===== src/core/rbm_pkg.sv =====
// Receive buffer manager package: register map, field layout, carriers.
// Assumes a 32-bit byte-addressed memory behind a single-request port.
package rbm_pkg;

  // ****************************************
  // Register offsets and fields
  // ****************************************
  localparam logic [7:0] REG_CTRL    = 8'h00;
  localparam logic [7:0] REG_CFG     = 8'h04;
  localparam logic [7:0] REG_STATUS  = 8'h08;
  localparam logic [7:0] REG_QPTR    = 8'h0c;
  localparam logic [7:0] REG_RESERR  = 8'h10;

  localparam int CTRL_RXEN      = 0;
  localparam int CFG_JUMBO      = 3;
  localparam int CFG_OFF_LO     = 14;
  localparam int CFG_NOFCS      = 17;
  localparam int STA_BUFNA      = 0;
  localparam int STA_OVERRUN    = 1;

  // ****************************************
  // Descriptor layout
  // ****************************************
  localparam int DSC_USED       = 0;
  localparam int DSC_WRAP       = 1;
  localparam int DSC_WORD_BYTES = 4;
  localparam int BUF_BYTES      = 128;
  localparam int FCS_BYTES      = 4;
  localparam logic [10:0] DSC_STEP = 11'h002;

  typedef enum {
    S_IDLE, S_FETCH, S_WAIT_ACC, S_DATA, S_STAT, S_USED, S_DROP
  } rbm_state_t;

  // Frame status from the receive path and address filter
  typedef struct packed {
    logic        bcast;
    logic        mcastHash;
    logic        ucastHash;
    logic        extMatch;
    logic [3:0]  specMatch;
    logic        typeIdMatch;
    logic        vlanTag;
    logic        prioTag;
    logic [2:0]  vlanPrio;
    logic        vlan_canonical_format_flag;
    logic [13:0] length;
  } rbm_info_t;

  // Memory request toward the bus master
  typedef struct packed {
    logic        req;
    logic        write;
    logic [31:0] addr;
    logic [31:0] wdata;
  } rbm_mem_req_t;

endpackage : rbm_pkg


===== src/core/rbm_rx_buffer_manager.sv =====
// Receive buffer descriptor manager: descriptor walk, data and status writes.
// Assumes the memory port answers each request with a one-cycle memDone.
//
// Notes on behaviour
// - VLAN canonical-format flag in status bit 16, only with VLAN bit 21.
// - Bit 15 marks end of frame; otherwise only bits 14:12 valid.
// - Bit 14 marks start of frame; both bits means whole frame.
// - Bits 13:12 carry offset, or length bits 13:12 in jumbo mode.
// - Bits 11:0 carry frame length, FCS included when copied.
// - Frame data entering the FIFO triggers a descriptor fetch.
// - Data writes start only after filter acceptance; errors reclaim.
// - After wrap or 1024th descriptor, fetch from list start.
// - Descriptor address is base plus 11-bit word counter; reads show it.
// - Counter clears after status to wrap descriptor, rolls at 2048 words (1024 descriptors).
// - Consumed buffers get bit zero of word 0 set.
// - Errors reclaim only the current buffer; earlier ones stay used.
// - Used descriptor on fetch sets buffer-not-available and interrupts.
// - Used descriptor during a frame drops it and counts resource error.
// - Late grant or bus error: overrun interrupt, reclaim current buffer.
// - With no-FCS set, FCS not written and length four shorter.
// - Buffers are 128 bytes; first-buffer offset reduces usable length.
// - Descriptor: address word with wrap and used, then status word.
// - Non-final buffers get only start-of-frame and offset status.
// - Final status carries match, tag and VLAN priority bits 31:17.
//
// Implementation choices: the register offsets and strobed register access.
`timescale 1ns/10ps
module rbm_rx_buffer_manager import rbm_pkg::*; #(
  parameter int GNT_LIMIT = 8                  // Cycles allowed for a memory answer
) (
  input  wire logic         clk,               // 10 MHz system clock
  input  wire logic         arst_n,            // Asynchronous reset
  input  wire logic [7:0]   regAddr,           // Register byte address
  input  wire logic [31:0]  regWdata,          // Register write data
  input  wire logic         regWr,             // Write strobe
  input  wire logic         regRd,             // Read strobe
  output logic      [31:0]  regRdata,          // Read data, cycle after strobe
  input  wire logic         rxStart,           // Frame data entering FIFO
  input  wire logic         rxAccept,          // Filter accepts frame
  input  wire logic         rxValid,           // Data word available
  input  wire logic [31:0]  rxWord,            // Data word
  input  wire logic         rxFcsWord,         // Word holds only FCS bytes
  input  wire logic         rxEnd,             // Frame end, info valid
  input  wire rbm_info_t    rxInfo,            // Frame status at end
  input  wire logic         rxError,           // Receive error
  output logic              rxReady,           // Word taken when valid
  output rbm_mem_req_t      mem,               // Memory request
  input  wire logic         memDone,           // Memory answer
  input  wire logic         memErr,            // Bus error on answer
  input  wire logic [31:0]  memRdata,          // Read data with memDone
  output logic              irqBufNa,          // Buffer not available pulse
  output logic              irqOverrun         // Receive overrun pulse
);

  if (GNT_LIMIT < 1 || GNT_LIMIT > 255) begin : g_limitCheck
    $error("GNT_LIMIT out of range");
  end

  // ****************************************
  // Status word assembly
  // ****************************************
  function automatic logic [31:0] makeStatus(input logic fin, input logic sof,
      input logic [1:0] off, input logic jumbo, input rbm_info_t inf,
      input logic [13:0] len);
    logic [31:0] s;
    s = 32'h0000_0000;
    s[14] = sof;
    s[13:12] = off;
    if (fin) begin
      s[31:28] = {inf.bcast, inf.mcastHash, inf.ucastHash, inf.extMatch};
      s[26:20] = {inf.specMatch, inf.typeIdMatch, inf.vlanTag, inf.prioTag};
      s[19:17] = inf.vlanPrio;
      s[16] = inf.vlan_canonical_format_flag & inf.vlanTag;
      s[15] = 1'b1;
      s[13:12] = jumbo ? len[13:12] : off;
      s[11:0] = len[11:0];
    end
    return s;
  endfunction : makeStatus

  // ****************************************
  // Register file
  // ****************************************
  logic        rxEn_reg;
  logic [31:0] cfg_reg;
  logic [31:0] base_reg;
  logic [10:0] cnt_reg;
  logic        staBufNa_reg;
  logic        staOvr_reg;
  logic [31:0] resErr_reg;
  logic        setBufNa;
  logic        setOvr;
  logic        ptrWr;
  logic [31:0] curPtr;

  assign curPtr = base_reg + {19'h0_0000, cnt_reg, 2'h0};
  assign ptrWr  = regWr && regAddr == REG_QPTR;

  always_ff @(posedge clk or negedge arst_n) begin
    if (!arst_n) begin
      rxEn_reg <= 1'b0;
      cfg_reg  <= 32'h0000_0000;
      base_reg <= 32'h0000_0000;
    end else if (regWr) begin
      if (regAddr == REG_CTRL) rxEn_reg <= regWdata[CTRL_RXEN];
      if (regAddr == REG_CFG) cfg_reg <= regWdata;
      if (ptrWr) base_reg <= {regWdata[31:2], 2'h0};
    end
  end

  // Sticky flags, set wins over write-one-clear
  always_ff @(posedge clk or negedge arst_n) begin
    if (!arst_n) begin
      staBufNa_reg <= 1'b0;
      staOvr_reg   <= 1'b0;
    end else begin
      staBufNa_reg <= setBufNa |
        (staBufNa_reg & ~(regWr && regAddr == REG_STATUS && regWdata[STA_BUFNA]));
      staOvr_reg <= setOvr |
        (staOvr_reg & ~(regWr && regAddr == REG_STATUS && regWdata[STA_OVERRUN]));
    end
  end

  always_ff @(posedge clk or negedge arst_n) begin
    if (!arst_n) begin
      regRdata <= 32'h0000_0000;
    end else if (regRd) begin
      case (regAddr)
        REG_CTRL:   regRdata <= {31'h0, rxEn_reg};
        REG_CFG:    regRdata <= cfg_reg;
        REG_STATUS: regRdata <= {30'h0, staOvr_reg, staBufNa_reg};
        REG_QPTR:   regRdata <= curPtr;
        REG_RESERR: regRdata <= resErr_reg;
        default:    regRdata <= 32'h0000_0000;
      endcase
    end else begin
      regRdata <= 32'h0000_0000;
    end
  end

  // ****************************************
  // Descriptor walk state machine
  // ****************************************
  rbm_state_t  state_reg;
  logic [31:0] bufAddr_reg;
  logic        wrap_reg;
  logic [7:0]  fill_reg;
  logic        sof_reg;
  logic        final_reg;
  logic        accepted_reg;
  logic        pendEnd_reg;
  logic        pendErr_reg;
  rbm_info_t   info_reg;
  logic [7:0]  wait_reg;
  logic        take;
  logic        full;
  logic        timeout;
  logic        memFail;
  logic        resErrEv;
  logic [1:0]  offCfg;
  logic [13:0] lenAdj;

  assign offCfg  = cfg_reg[CFG_OFF_LO +: 2];
  assign take    = rxValid && rxReady;
  // usable bytes shrink by the offset
  assign full    = 9'(fill_reg) + 9'(DSC_WORD_BYTES) > 9'(BUF_BYTES);
  assign timeout = mem.req && wait_reg == 8'(GNT_LIMIT);
  assign memFail = (memDone && memErr) || timeout;
  // Used descriptor seen on a clean fetch answer
  assign resErrEv = state_reg == S_FETCH && memDone && !memFail && memRdata[DSC_USED];
  assign lenAdj  = cfg_reg[CFG_NOFCS] ? info_reg.length - 14'(FCS_BYTES) : info_reg.length;

  always_ff @(posedge clk or negedge arst_n) begin
    if (!arst_n) begin
      wait_reg <= 8'h00;
    end else begin
      wait_reg <= (mem.req && !memDone && !timeout) ? wait_reg + 8'h01 : 8'h00;
    end
  end

  always_ff @(posedge clk or negedge arst_n) begin
    if (!arst_n) begin
      resErr_reg <= 32'h0000_0000;
    end else if (regWr && regAddr == REG_RESERR) begin
      // Drop beside a clear still counts
      resErr_reg <= {31'h0000_0000, resErrEv};
    end else if (resErrEv) begin
      resErr_reg <= resErr_reg + 32'h0000_0001;
    end
  end

  always_ff @(posedge clk or negedge arst_n) begin
    if (!arst_n) begin
      state_reg    <= S_IDLE;
      mem          <= '0;
      bufAddr_reg  <= 32'h0000_0000;
      wrap_reg     <= 1'b0;
      fill_reg     <= 8'h00;
      sof_reg      <= 1'b0;
      final_reg    <= 1'b0;
      accepted_reg <= 1'b0;
      pendEnd_reg  <= 1'b0;
      pendErr_reg  <= 1'b0;
      info_reg     <= '0;
      cnt_reg      <= 11'h000;
      rxReady      <= 1'b0;
      irqBufNa     <= 1'b0;
      irqOverrun   <= 1'b0;
      setBufNa     <= 1'b0;
      setOvr       <= 1'b0;
    end else begin
      rxReady    <= 1'b0;
      irqBufNa   <= 1'b0;
      irqOverrun <= 1'b0;
      setBufNa   <= 1'b0;
      setOvr     <= 1'b0;
      if (rxAccept) accepted_reg <= 1'b1;
      if (rxEnd) begin
        pendEnd_reg <= 1'b1;
        info_reg    <= rxInfo;
      end
      if (rxError) pendErr_reg <= 1'b1;
      if (ptrWr) cnt_reg <= 11'h000;
      if (memDone || timeout) mem.req <= 1'b0;
      if (memFail && state_reg != S_IDLE && state_reg != S_DROP) begin
        irqOverrun <= 1'b1;
        setOvr     <= 1'b1;
        state_reg  <= final_reg ? S_IDLE : S_DROP;
        if (final_reg) pendEnd_reg <= rxEnd;
      end else begin
        case (state_reg)
          S_IDLE: begin
            accepted_reg <= rxAccept;
            pendEnd_reg  <= 1'b0;
            pendErr_reg  <= 1'b0;
            final_reg    <= 1'b0;
            if (rxEn_reg && rxStart) begin
              sof_reg   <= 1'b1;
              fill_reg  <= 8'(offCfg);
              mem       <= '{req: 1'b1, write: 1'b0, addr: curPtr, wdata: 32'h0};
              state_reg <= S_FETCH;
            end
          end
          S_FETCH: begin
            if (memDone) begin
              if (memRdata[DSC_USED]) begin
                setBufNa  <= 1'b1;
                irqBufNa  <= 1'b1;
                state_reg <= S_DROP;
              end else begin
                bufAddr_reg <= {memRdata[31:2], 2'h0};
                wrap_reg    <= memRdata[DSC_WRAP];
                state_reg   <= S_WAIT_ACC;
              end
            end
          end
          S_WAIT_ACC: begin
            if (pendErr_reg || rxError || (pendEnd_reg && !accepted_reg)) begin
              state_reg <= S_IDLE;
            end else if (accepted_reg) begin
              state_reg <= S_DATA;
            end
          end
          S_DATA: begin
            if (pendErr_reg || rxError) begin
              state_reg <= S_IDLE;
            end else if (!mem.req && !take) begin
              if (pendEnd_reg) begin
                final_reg <= 1'b1;
                mem <= '{req: 1'b1, write: 1'b1, addr: curPtr + 32'(DSC_WORD_BYTES),
                         wdata: makeStatus(1'b1, sof_reg, offCfg, cfg_reg[CFG_JUMBO],
                                           info_reg, lenAdj)};
                state_reg <= S_STAT;
              end else if (full && rxValid) begin
                mem <= '{req: 1'b1, write: 1'b1, addr: curPtr + 32'(DSC_WORD_BYTES),
                         wdata: makeStatus(1'b0, sof_reg, offCfg, cfg_reg[CFG_JUMBO],
                                           info_reg, lenAdj)};
                state_reg <= S_STAT;
              end else begin
                rxReady <= !full && !rxEnd;
              end
            end else if (take) begin
              if (!(rxFcsWord && cfg_reg[CFG_NOFCS])) begin
                mem <= '{req: 1'b1, write: 1'b1,
                         addr: bufAddr_reg + {24'h00_0000, fill_reg[7:2], 2'h0},
                         wdata: rxWord};
                fill_reg <= fill_reg + 8'(DSC_WORD_BYTES);
              end
            end
          end
          S_STAT: begin
            if (memDone) begin
              // mark used, keep wrap and address
              mem <= '{req: 1'b1, write: 1'b1, addr: curPtr,
                       wdata: {bufAddr_reg[31:2], wrap_reg, 1'b1}};
              state_reg <= S_USED;
            end
          end
          S_USED: begin
            if (memDone) begin
              // wrap clears, otherwise step and roll over
              cnt_reg  <= wrap_reg ? 11'h000 : cnt_reg + DSC_STEP;
              sof_reg  <= 1'b0;
              fill_reg <= 8'h00;
              if (final_reg) begin
                state_reg <= S_IDLE;
              end else begin
                mem <= '{req: 1'b1, write: 1'b0,
                         addr: base_reg + {19'h0_0000, wrap_reg ? 11'h000 :
                               cnt_reg + DSC_STEP, 2'h0}, wdata: 32'h0};
                state_reg <= S_FETCH;
              end
            end
          end
          S_DROP: begin
            rxReady <= 1'b1;
            if (pendEnd_reg || pendErr_reg) state_reg <= S_IDLE;
          end
          default: state_reg <= S_IDLE;
        endcase
      end
    end
  end
endmodule : rbm_rx_buffer_manager


===== config.mk =====
export PLATFORM = sky130hd
export DESIGN_NAME = rbm_rx_buffer_manager
export DESIGN_NICKNAME = d
export VERILOG_FILES = /design/src/core/rbm_pkg.sv /design/src/core/rbm_rx_buffer_manager.sv
export SDC_FILE = /design/constraint.sdc
export NUM_CORES = 1
export LEC_CHECK = 0
export CAP_MARGIN = 10
export CORE_UTILIZATION = 40
export CTS_CLUSTER_DIAMETER = 100
export DETAILED_ROUTE_END_ITERATION = 10
export DONT_BUFFER_PORTS = 1
export PLACE_DENSITY = 0.59
export SETUP_SLACK_MARGIN = 0.2
export SLEW_MARGIN = 15
export SYNTH_ARGS = -nofsm -noshare
export SYNTH_HDL_FRONTEND = slang
export SYNTH_SLANG_ARGS = --single-unit

===== constraint.sdc =====
create_clock -name clk -period 4.5 [get_ports clk]
set_input_delay 0.45 -clock clk [delete_from_list [all_inputs] [get_ports clk]]
set_output_delay 0.45 -clock clk [all_outputs]
set_load 0.005 [all_outputs]

==> results of run 1 <==
==> timing repair <==
item                       CTS  global route
setup endpoints to repair    0             5
hold endpoints to repair   294           291
setup buffers                0             1
==> power breakdown <==
group          internal [mW]  switching [mW]
Combinational           1.09            1.65
Clock                   1.85            1.17
Sequential              3.20           0.786
==> cell families (layout without fill, tap and decap cells) <==
logic type               Yosys count  after routing  synth area share (%)
multiplexers                     137            137                  8.88
AND/OR/NAND/NOR                  655            655                  18.5
flip-flops                       291            291                  42.5
AO/OA/AOI/OAI                    469            469                  17.2
other                              1              2                0.0219
buffers and inverters            135            126                  3.24
adder cells (fa/ha/maj)           39             39                  2.98
XOR/XNOR                         130            130                  6.65
==> area by class of cell <==
type / instances / area (um2)
well taps: 539 / 674
clock inverters: 14 / 166
flip-flops and latches: 291 / 7280
repair buffers: 37 / 283
clock buffers: 51 / 1080
fillers: 4049 / 23100
multi-input cells: 1432 / 9330
inverters: 24 / 90.1
==> synth_stat cells (all sizes together) (35+ instances only) <==
cell | count | share of area (%)
nand2 | 163 | 3.6
and3 | 35 | 1.3
ha | 36 | 2.6
clkbuf | 84 | 1.8
nor2 | 232 | 5.1
dfrtp | 291 | 43
o21ai | 88 | 2.6
xnor2 | 62 | 3.2
a21oi | 196 | 5.8
xor2 | 68 | 3.5
mux2 | 119 | 7.8
nand3 | 59 | 1.7
==> worst paths after layout <==
path	start	endpoint	cells past startpoint
min	arst_n	regRdata[2]$_DFF_PN0_	0
max reg2reg	base_reg[2]$_DFFE_PN0P_	mem[62]$_DFFE_PN0P_	12
max in group asynchronous	arst_n	bufAddr_reg[28]$_DFFE_PN0P_	0
max	base_reg[2]$_DFFE_PN0P_	mem[62]$_DFFE_PN0P_	12
min reg2reg	staBufNa_reg$_DFF_PN0_	staBufNa_reg$_DFF_PN0_	1
min in group clk	regWdata[20]	base_reg[20]$_DFFE_PN0P_	2
==> worst max-delay path, cell delays in order, from the launching register on <==
cell	delay [ps]
sky130_fd_sc_hd__dfrtp_1	400
sky130_fd_sc_hd__ha_1	250
sky130_fd_sc_hd__fa_1	420
sky130_fd_sc_hd__a21o_1	230
sky130_fd_sc_hd__a221oi_4	490
sky130_fd_sc_hd__o2bb2ai_1	190
sky130_fd_sc_hd__o21ai_0	340
sky130_fd_sc_hd__xor2_1	150
sky130_fd_sc_hd__buf_4	190
sky130_fd_sc_hd__or4b_4	550
sky130_fd_sc_hd__o31a_1	290
sky130_fd_sc_hd__o21a_1	190
sky130_fd_sc_hd__o211ai_1	170
==> per-stage QoR <==
stage | instances | util, % | hold WS [ps] | instance area (um2)
floorplan | 1858 | - | 154 | 17100
global placement | 2320 | 41.9 | 162 | 17600
detailed placement | 2320 | 41.9 | 163 | 17600
CTS | 2387 | 45.0 | -414 | 18900
global route | 2388 | 45.0 | -405 | 18900
finish | 2388 | 45.0 | -393 | 18900
==> per-layer routing <==
layer | up-vias | wire [um] | part of all wire (%)
met2 | 542 | 24000 | 44
met3 | 79 | 4870 | 8.9
met1 | 6977 | 24500 | 45
li1 | 6623 | - | -
met5 | - | 24 | 0.044
met4 | 4 | 1180 | 2.2
==> qor.log, run 1 <==
INFO  worst_setup_path critPathMaxFanout=10
INFO  clock_tree     cts_htree_levels=2
INFO  worst_setup_path cp_data_required_time=4960ps
INFO  floorplan      die_area=43600um2
INFO  clock_tree     worstSkewPairLatency=550ps
INFO  synth          number_of_flops_mapped_to_enable_cells_by_yosys=0
INFO  global_route   pin_count_of_the_biggest_net_entering_global_routing=292
INFO  placement      detailedPlacementHpwl=39.8mm
INFO  worst_setup_path r2r_setup_slack=550ps
INFO  timing         worst_max_slew_margin_expressed_relative_to_the_limit=27.2%
INFO  power_and_ir_drop post-layout-total-power=9.75mW
INFO  routing        drt.antenna.violating_nets=0
INFO  finish         largest_register_ffs=64
INFO  power_and_ir_drop leakage=7.84nW
INFO  power_and_ir_drop cellPowerDensity=516nW/um2
INFO  routing        route.final.wire_length=54.5mm
INFO  synth          seq_area_frac_synth=42.5%
INFO  clock_tree     cts.hold.buffers_added=2
INFO  timing         post-route-period-util=87.7%
INFO  global_route   antenna_violations_before_repair=2
INFO  power_and_ir_drop vdd.ir_drop.worst=0.000344V
INFO  worst_setup_path class_of_the_most_critical_setup_path=flip-flop to flip-flop
INFO  floorplan      fp.dieH=209um
INFO  clock_tree     cts_tree=yes
INFO  global_route   grt.met2_usage=37.7%
INFO  global_route   grt_use_met1=34.5%
INFO  placement      dpl_worst_slack=425ps
INFO  clock_tree     clock_path_buffers=3
INFO  global_route   global_route_usage_over_all_layers=24.7%
INFO  synth          synth-async-reset-ratio=100%
INFO  clock_tree     clockRootBuffer=sky130_fd_sc_hd__clkbuf_16
INFO  routing        avgRoutedWirePerCell=22.8um
INFO  timing         finalSetupViolations=0
INFO  timing         achievable-frequency=253MHz
INFO  timing         clock_skew=17.1ps
INFO  global_route   grt_first_pass_wirelength=83.5mm
INFO  clock_tree     total_clock_buffers_created_by_cts=36
INFO  routing        initialDrtViolationCount=1322
INFO  finish         final_common_cell=sky130_fd_sc_hd__dfrtp_1
INFO  min_path       min_path_type=input pin to async pin
INFO  routing        detail_route.drc_violations=0
INFO  global_route   overflow=0
INFO  routing        drt_pre_antenna_iters=6
INFO  timing         hold_ws=-393ps
INFO  global_route   vias_in_the_first_global_route=13740
INFO  synth          ys.warnings.count=0
INFO  finish         synth_to_final_area_change=10.4%
INFO  status         outcome=finished, violations left
INFO  worst_setup_path endpoint_kind=flip-flop
INFO  synth          synthesis.area_per_instance=9.22um2
INFO  synth          post_synthesis_cell_area=17100um2
INFO  timing         setup_repair_after_global_routing_missed_its_margin=false
INFO  floorplan      core=42000um2
INFO  timing         sum_of_negative_setup_slack=0ps
INFO  timing         timing.final.crit_period=3950ps
INFO  finish         max_flop_register=mem
INFO  finish         layout.nets=2006
INFO  clock_tree     clock-sinks=291
INFO  synth          syn-instance-count=1857
INFO  status         failed_checks=negative hold slack
INFO  global_route   grtUsageMet3=6.61%
INFO  routing        post_detailed_route_via_to_cell_ratio=5.96
INFO  clock_tree     clkTransAtPathRegs=60ps
INFO  worst_setup_path crit_arrival=4410ps
INFO  clock_tree     cts_resized=0
INFO  run            cap_violations=0
INFO  floorplan      die_width=209um
INFO  finish         antenna_cells_inserted=0
INFO  placement      numPortBuffers=0
INFO  timing         setup_slack=551ps
INFO  floorplan      ioPinCount=246
INFO  finish         layout.cells.most_common_list=sky130_fd_sc_hd__dfrtp_1, sky130_fd_sc_hd__nor2_1, sky130_fd_sc_hd__a21oi_1
INFO  synth          ys_ff_latch=291
INFO  timing         final-max-slew-violation-count=0
INFO  worst_setup_path cp-start-kind=flip-flop
INFO  timing         tightest_slew=1090ps
INFO  routing        vias=14225
INFO  floorplan      start_util=40.7%
INFO  finish         layout-drive-gt1-share=13.6%
INFO  placement      gp_routability_congestion=0.914
INFO  global_route   grt_most_used_layer=met2
INFO  synth          yosys.cell_types.count=91
INFO  floorplan      rows=75
INFO  synth          synthFlopType=sky130_fd_sc_hd__dfrtp_1
INFO  timing         hold_viol=291
Power figures use the tool's default switching activity.
==> run 2: changes to the inputs <==
Settings changed: CTS_BUF_LIST from default to sky130_fd_sc_hd__clkbuf_16.
==> qor.log, run 2 (same netlist as run 1, synthesis figures left out) <==
INFO  worst_setup_path critPathMaxFanout=10
INFO  floorplan      fp.dieH=209um
INFO  worst_setup_path rr_startpoint=base_reg[2]$_DFFE_PN0P_
INFO  worst_setup_path critical_path.slowest_cell=sky130_fd_sc_hd__or4b_4
INFO  worst_setup_path cp_cell_sequence=ha_1, fa_1, a21o_1, a221oi_4, o2bb2ai_1, o21ai_0, xor2_1, buf_4, or4b_4, o31a_1, o21a_1, o211ai_1
INFO  run            cap_violations=0
INFO  routing        avgRoutedWirePerCell=22.9um
INFO  routing        post_detailed_route_via_to_cell_ratio=5.99
INFO  finish         largest_register_ffs=64
INFO  timing         setup_repair_after_global_routing_missed_its_margin=false
INFO  timing         finalSetupViolations=0
INFO  global_route   vias_in_the_first_global_route=13742
INFO  timing         hold_ws=-389ps
INFO  routing        route.final.wire_length=54.6mm
INFO  floorplan      die_area=43600um2
INFO  routing        detail_route.drc_violations=0
INFO  clock_tree     clock-sinks=291
INFO  placement      detailedPlacementHpwl=39.8mm
INFO  power_and_ir_drop combinationalPowerShare=28.7%
INFO  finish         layout.cells.most_common_list=sky130_fd_sc_hd__dfrtp_1, sky130_fd_sc_hd__nor2_1, sky130_fd_sc_hd__a21oi_1
INFO  floorplan      core=42000um2
INFO  clock_tree     cts_tree=yes
INFO  routing        drt_pre_antenna_iters=9
INFO  clock_tree     total_clock_buffers_created_by_cts=36
INFO  timing         final-max-slew-violation-count=0
INFO  power_and_ir_drop power.switching_fraction=37.7%
INFO  power_and_ir_drop vdd.ir_drop.worst=0.000344V
INFO  routing        vias=14310
INFO  placement      gp_routability_congestion=0.914
INFO  power_and_ir_drop power_report.internal_total=5.96mW
INFO  global_route   grt_first_pass_wirelength=83.6mm
INFO  power_and_ir_drop post-layout-total-power=9.56mW
INFO  worst_setup_path crit_arrival=4410ps
INFO  finish         layout.nets=2006
INFO  timing         timing.final.crit_period=3950ps
INFO  floorplan      die_width=209um
INFO  finish         antenna_cells_inserted=0
INFO  clock_tree     cts_resized=0
INFO  worst_setup_path cp_data_required_time=4960ps
INFO  worst_setup_path class_of_the_most_critical_setup_path=flip-flop to flip-flop
INFO  finish         filler_cell_count=4057
INFO  min_path       min_path_type=input pin to async pin
INFO  timing         clock_skew=22.2ps
INFO  finish         max_flop_register=mem
INFO  worst_setup_path critical_path_s_top_delay_family=compound AO/OA/AOI/OAI gates
INFO  worst_setup_path endpoint_kind=flip-flop
INFO  timing         hold_viol=291
INFO  timing         tightest_slew=1070ps
INFO  power_and_ir_drop cellPowerDensity=509nW/um2
INFO  global_route   overflow=0
INFO  power_and_ir_drop clock_share_of_power=29.7%
INFO  status         failed_checks=negative hold slack
INFO  timing         post-route-period-util=87.7%
INFO  clock_tree     worstSkewPairLatency=550ps
INFO  finish         layout-drive-gt1-share=13.0%
INFO  timing         sum_of_negative_setup_slack=0ps
INFO  global_route   global_route_usage_over_all_layers=24.7%
INFO  status         outcome=finished, violations left
INFO  timing         achievable-frequency=253MHz
INFO  timing         worst_max_slew_margin_expressed_relative_to_the_limit=28.8%
INFO  clock_tree     cts_htree_levels=2
INFO  power_and_ir_drop total_switching_power=3.61mW
INFO  finish         synth_to_final_area_change=9.84%
INFO  clock_tree     clock_path_buffers=3
INFO  clock_tree     clkTransAtPathRegs=60ps
INFO  power_and_ir_drop leakage=7.80nW
INFO  finish         final_common_cell=sky130_fd_sc_hd__dfrtp_1
INFO  floorplan      rows=75
INFO  floorplan      ioPinCount=246
INFO  global_route   antenna_violations_before_repair=2
INFO  worst_setup_path buffering_stage_count_on_the_worst_path_with_inverters_included=1
INFO  power_and_ir_drop share_seq_of_total_power=41.6%
INFO  clock_tree     clockRootBuffer=sky130_fd_sc_hd__clkbuf_16
INFO  clock_tree     cts.hold.buffers_added=2
INFO  placement      numPortBuffers=0
INFO  routing        initialDrtViolationCount=1250
INFO  worst_setup_path crit_start=base_reg[2]$_DFFE_PN0P_
INFO  floorplan      start_util=40.7%
INFO  global_route   pin_count_of_the_biggest_net_entering_global_routing=292
INFO  worst_setup_path cp-start-kind=flip-flop
INFO  worst_setup_path timing.critical_path.slowest_cell_delay=550ps
INFO  routing        drt.antenna.violating_nets=0
run 2: cell types whose count changed in the layout (fill, tap and decap cells not counted), sizes merged:
cell	change
clkbuf	-14
clkinv	+10
inv	+4
run 2: cell type report:
cell class | instances | area (um2) | area share, %
Multi-Input combinational cell | 1432 | 9330 | 49.6
Sequential cell | 291 | 7280 | 38.7
Clock buffer | 37 | 926 | 4.92
Tap cell | 539 | 674 | 3.59
Timing Repair Buffer | 37 | 283 | 1.50
Clock inverter | 28 | 219 | 1.16
Inverter | 24 | 90.1 | 0.479
run 2: worst reg2reg max path: cells and delay by family (launching register included):
family / cells / cell delay (ps)
AOI/OAI and AO/OA: 7 / 1900
adders and majority gates: 2 / 670
and+or+nand+nor: 1 / 550
DFF: 1 / 400
buffers and inverters: 1 / 190
xor gates and xnor gates: 1 / 150
run 2: metal layers:
metal	track usage, %	vias up	wire (um)
met4	6.47	2	1130
met2	37.9	578	24100
met5	0	-	11
li1	-	6626	-
met3	6.58	69	5000
met1	34.5	7035	24300
run 2: per-stage QoR:
| step | instance area [um2] | worst slack (ps) | cells | utilization, % |
|---|---|---|---|---|
| floorplan | 17100 | 919 | 1858 | - |
| global placement | 17600 | 589 | 2320 | 41.9 |
| detailed placement | 17600 | 425 | 2320 | 41.9 |
| CTS | 18800 | 427 | 2387 | 44.7 |
| global route | 18800 | 344 | 2388 | 44.7 |
| finish | 18800 | 552 | 2388 | 44.7 |
run 2: final timing paths:
kind | to | slack, ps | depth (start not counted)
setup / recovery | mem[62]$_DFFE_PN0P_ | 550 | 12
hold / removal | regRdata[1]$_DFF_PN0_ | -390 | 0
setup reg to reg | mem[62]$_DFFE_PN0P_ | 550 | 12
hold reg to reg | staBufNa_reg$_DFF_PN0_ | 480 | 1
max in group asynchronous | bufAddr_reg[28]$_DFFE_PN0P_ | 4310 | 0
min in group clk | base_reg[20]$_DFFE_PN0P_ | 40 | 2
run 2: power by group through the flow:
stage | sequential, mW | clock [mW] | combinational, mW
global placement | 4.03 | 0 | 2.67
CTS | 4.00 | 2.91 | 2.75
finish | 3.98 | 2.84 | 2.74
floorplan | 3.62 | 0 | 2.17
global route | 4.07 | 3.00 | 3.05
detailed placement | 4.03 | 0 | 2.73
run 2: repair_timing:
item / in CTS / in global routing
setup endpoints to repair: 0 / 5
setup buffers: 0 / 1
hold endpoints to repair: 294 / 291
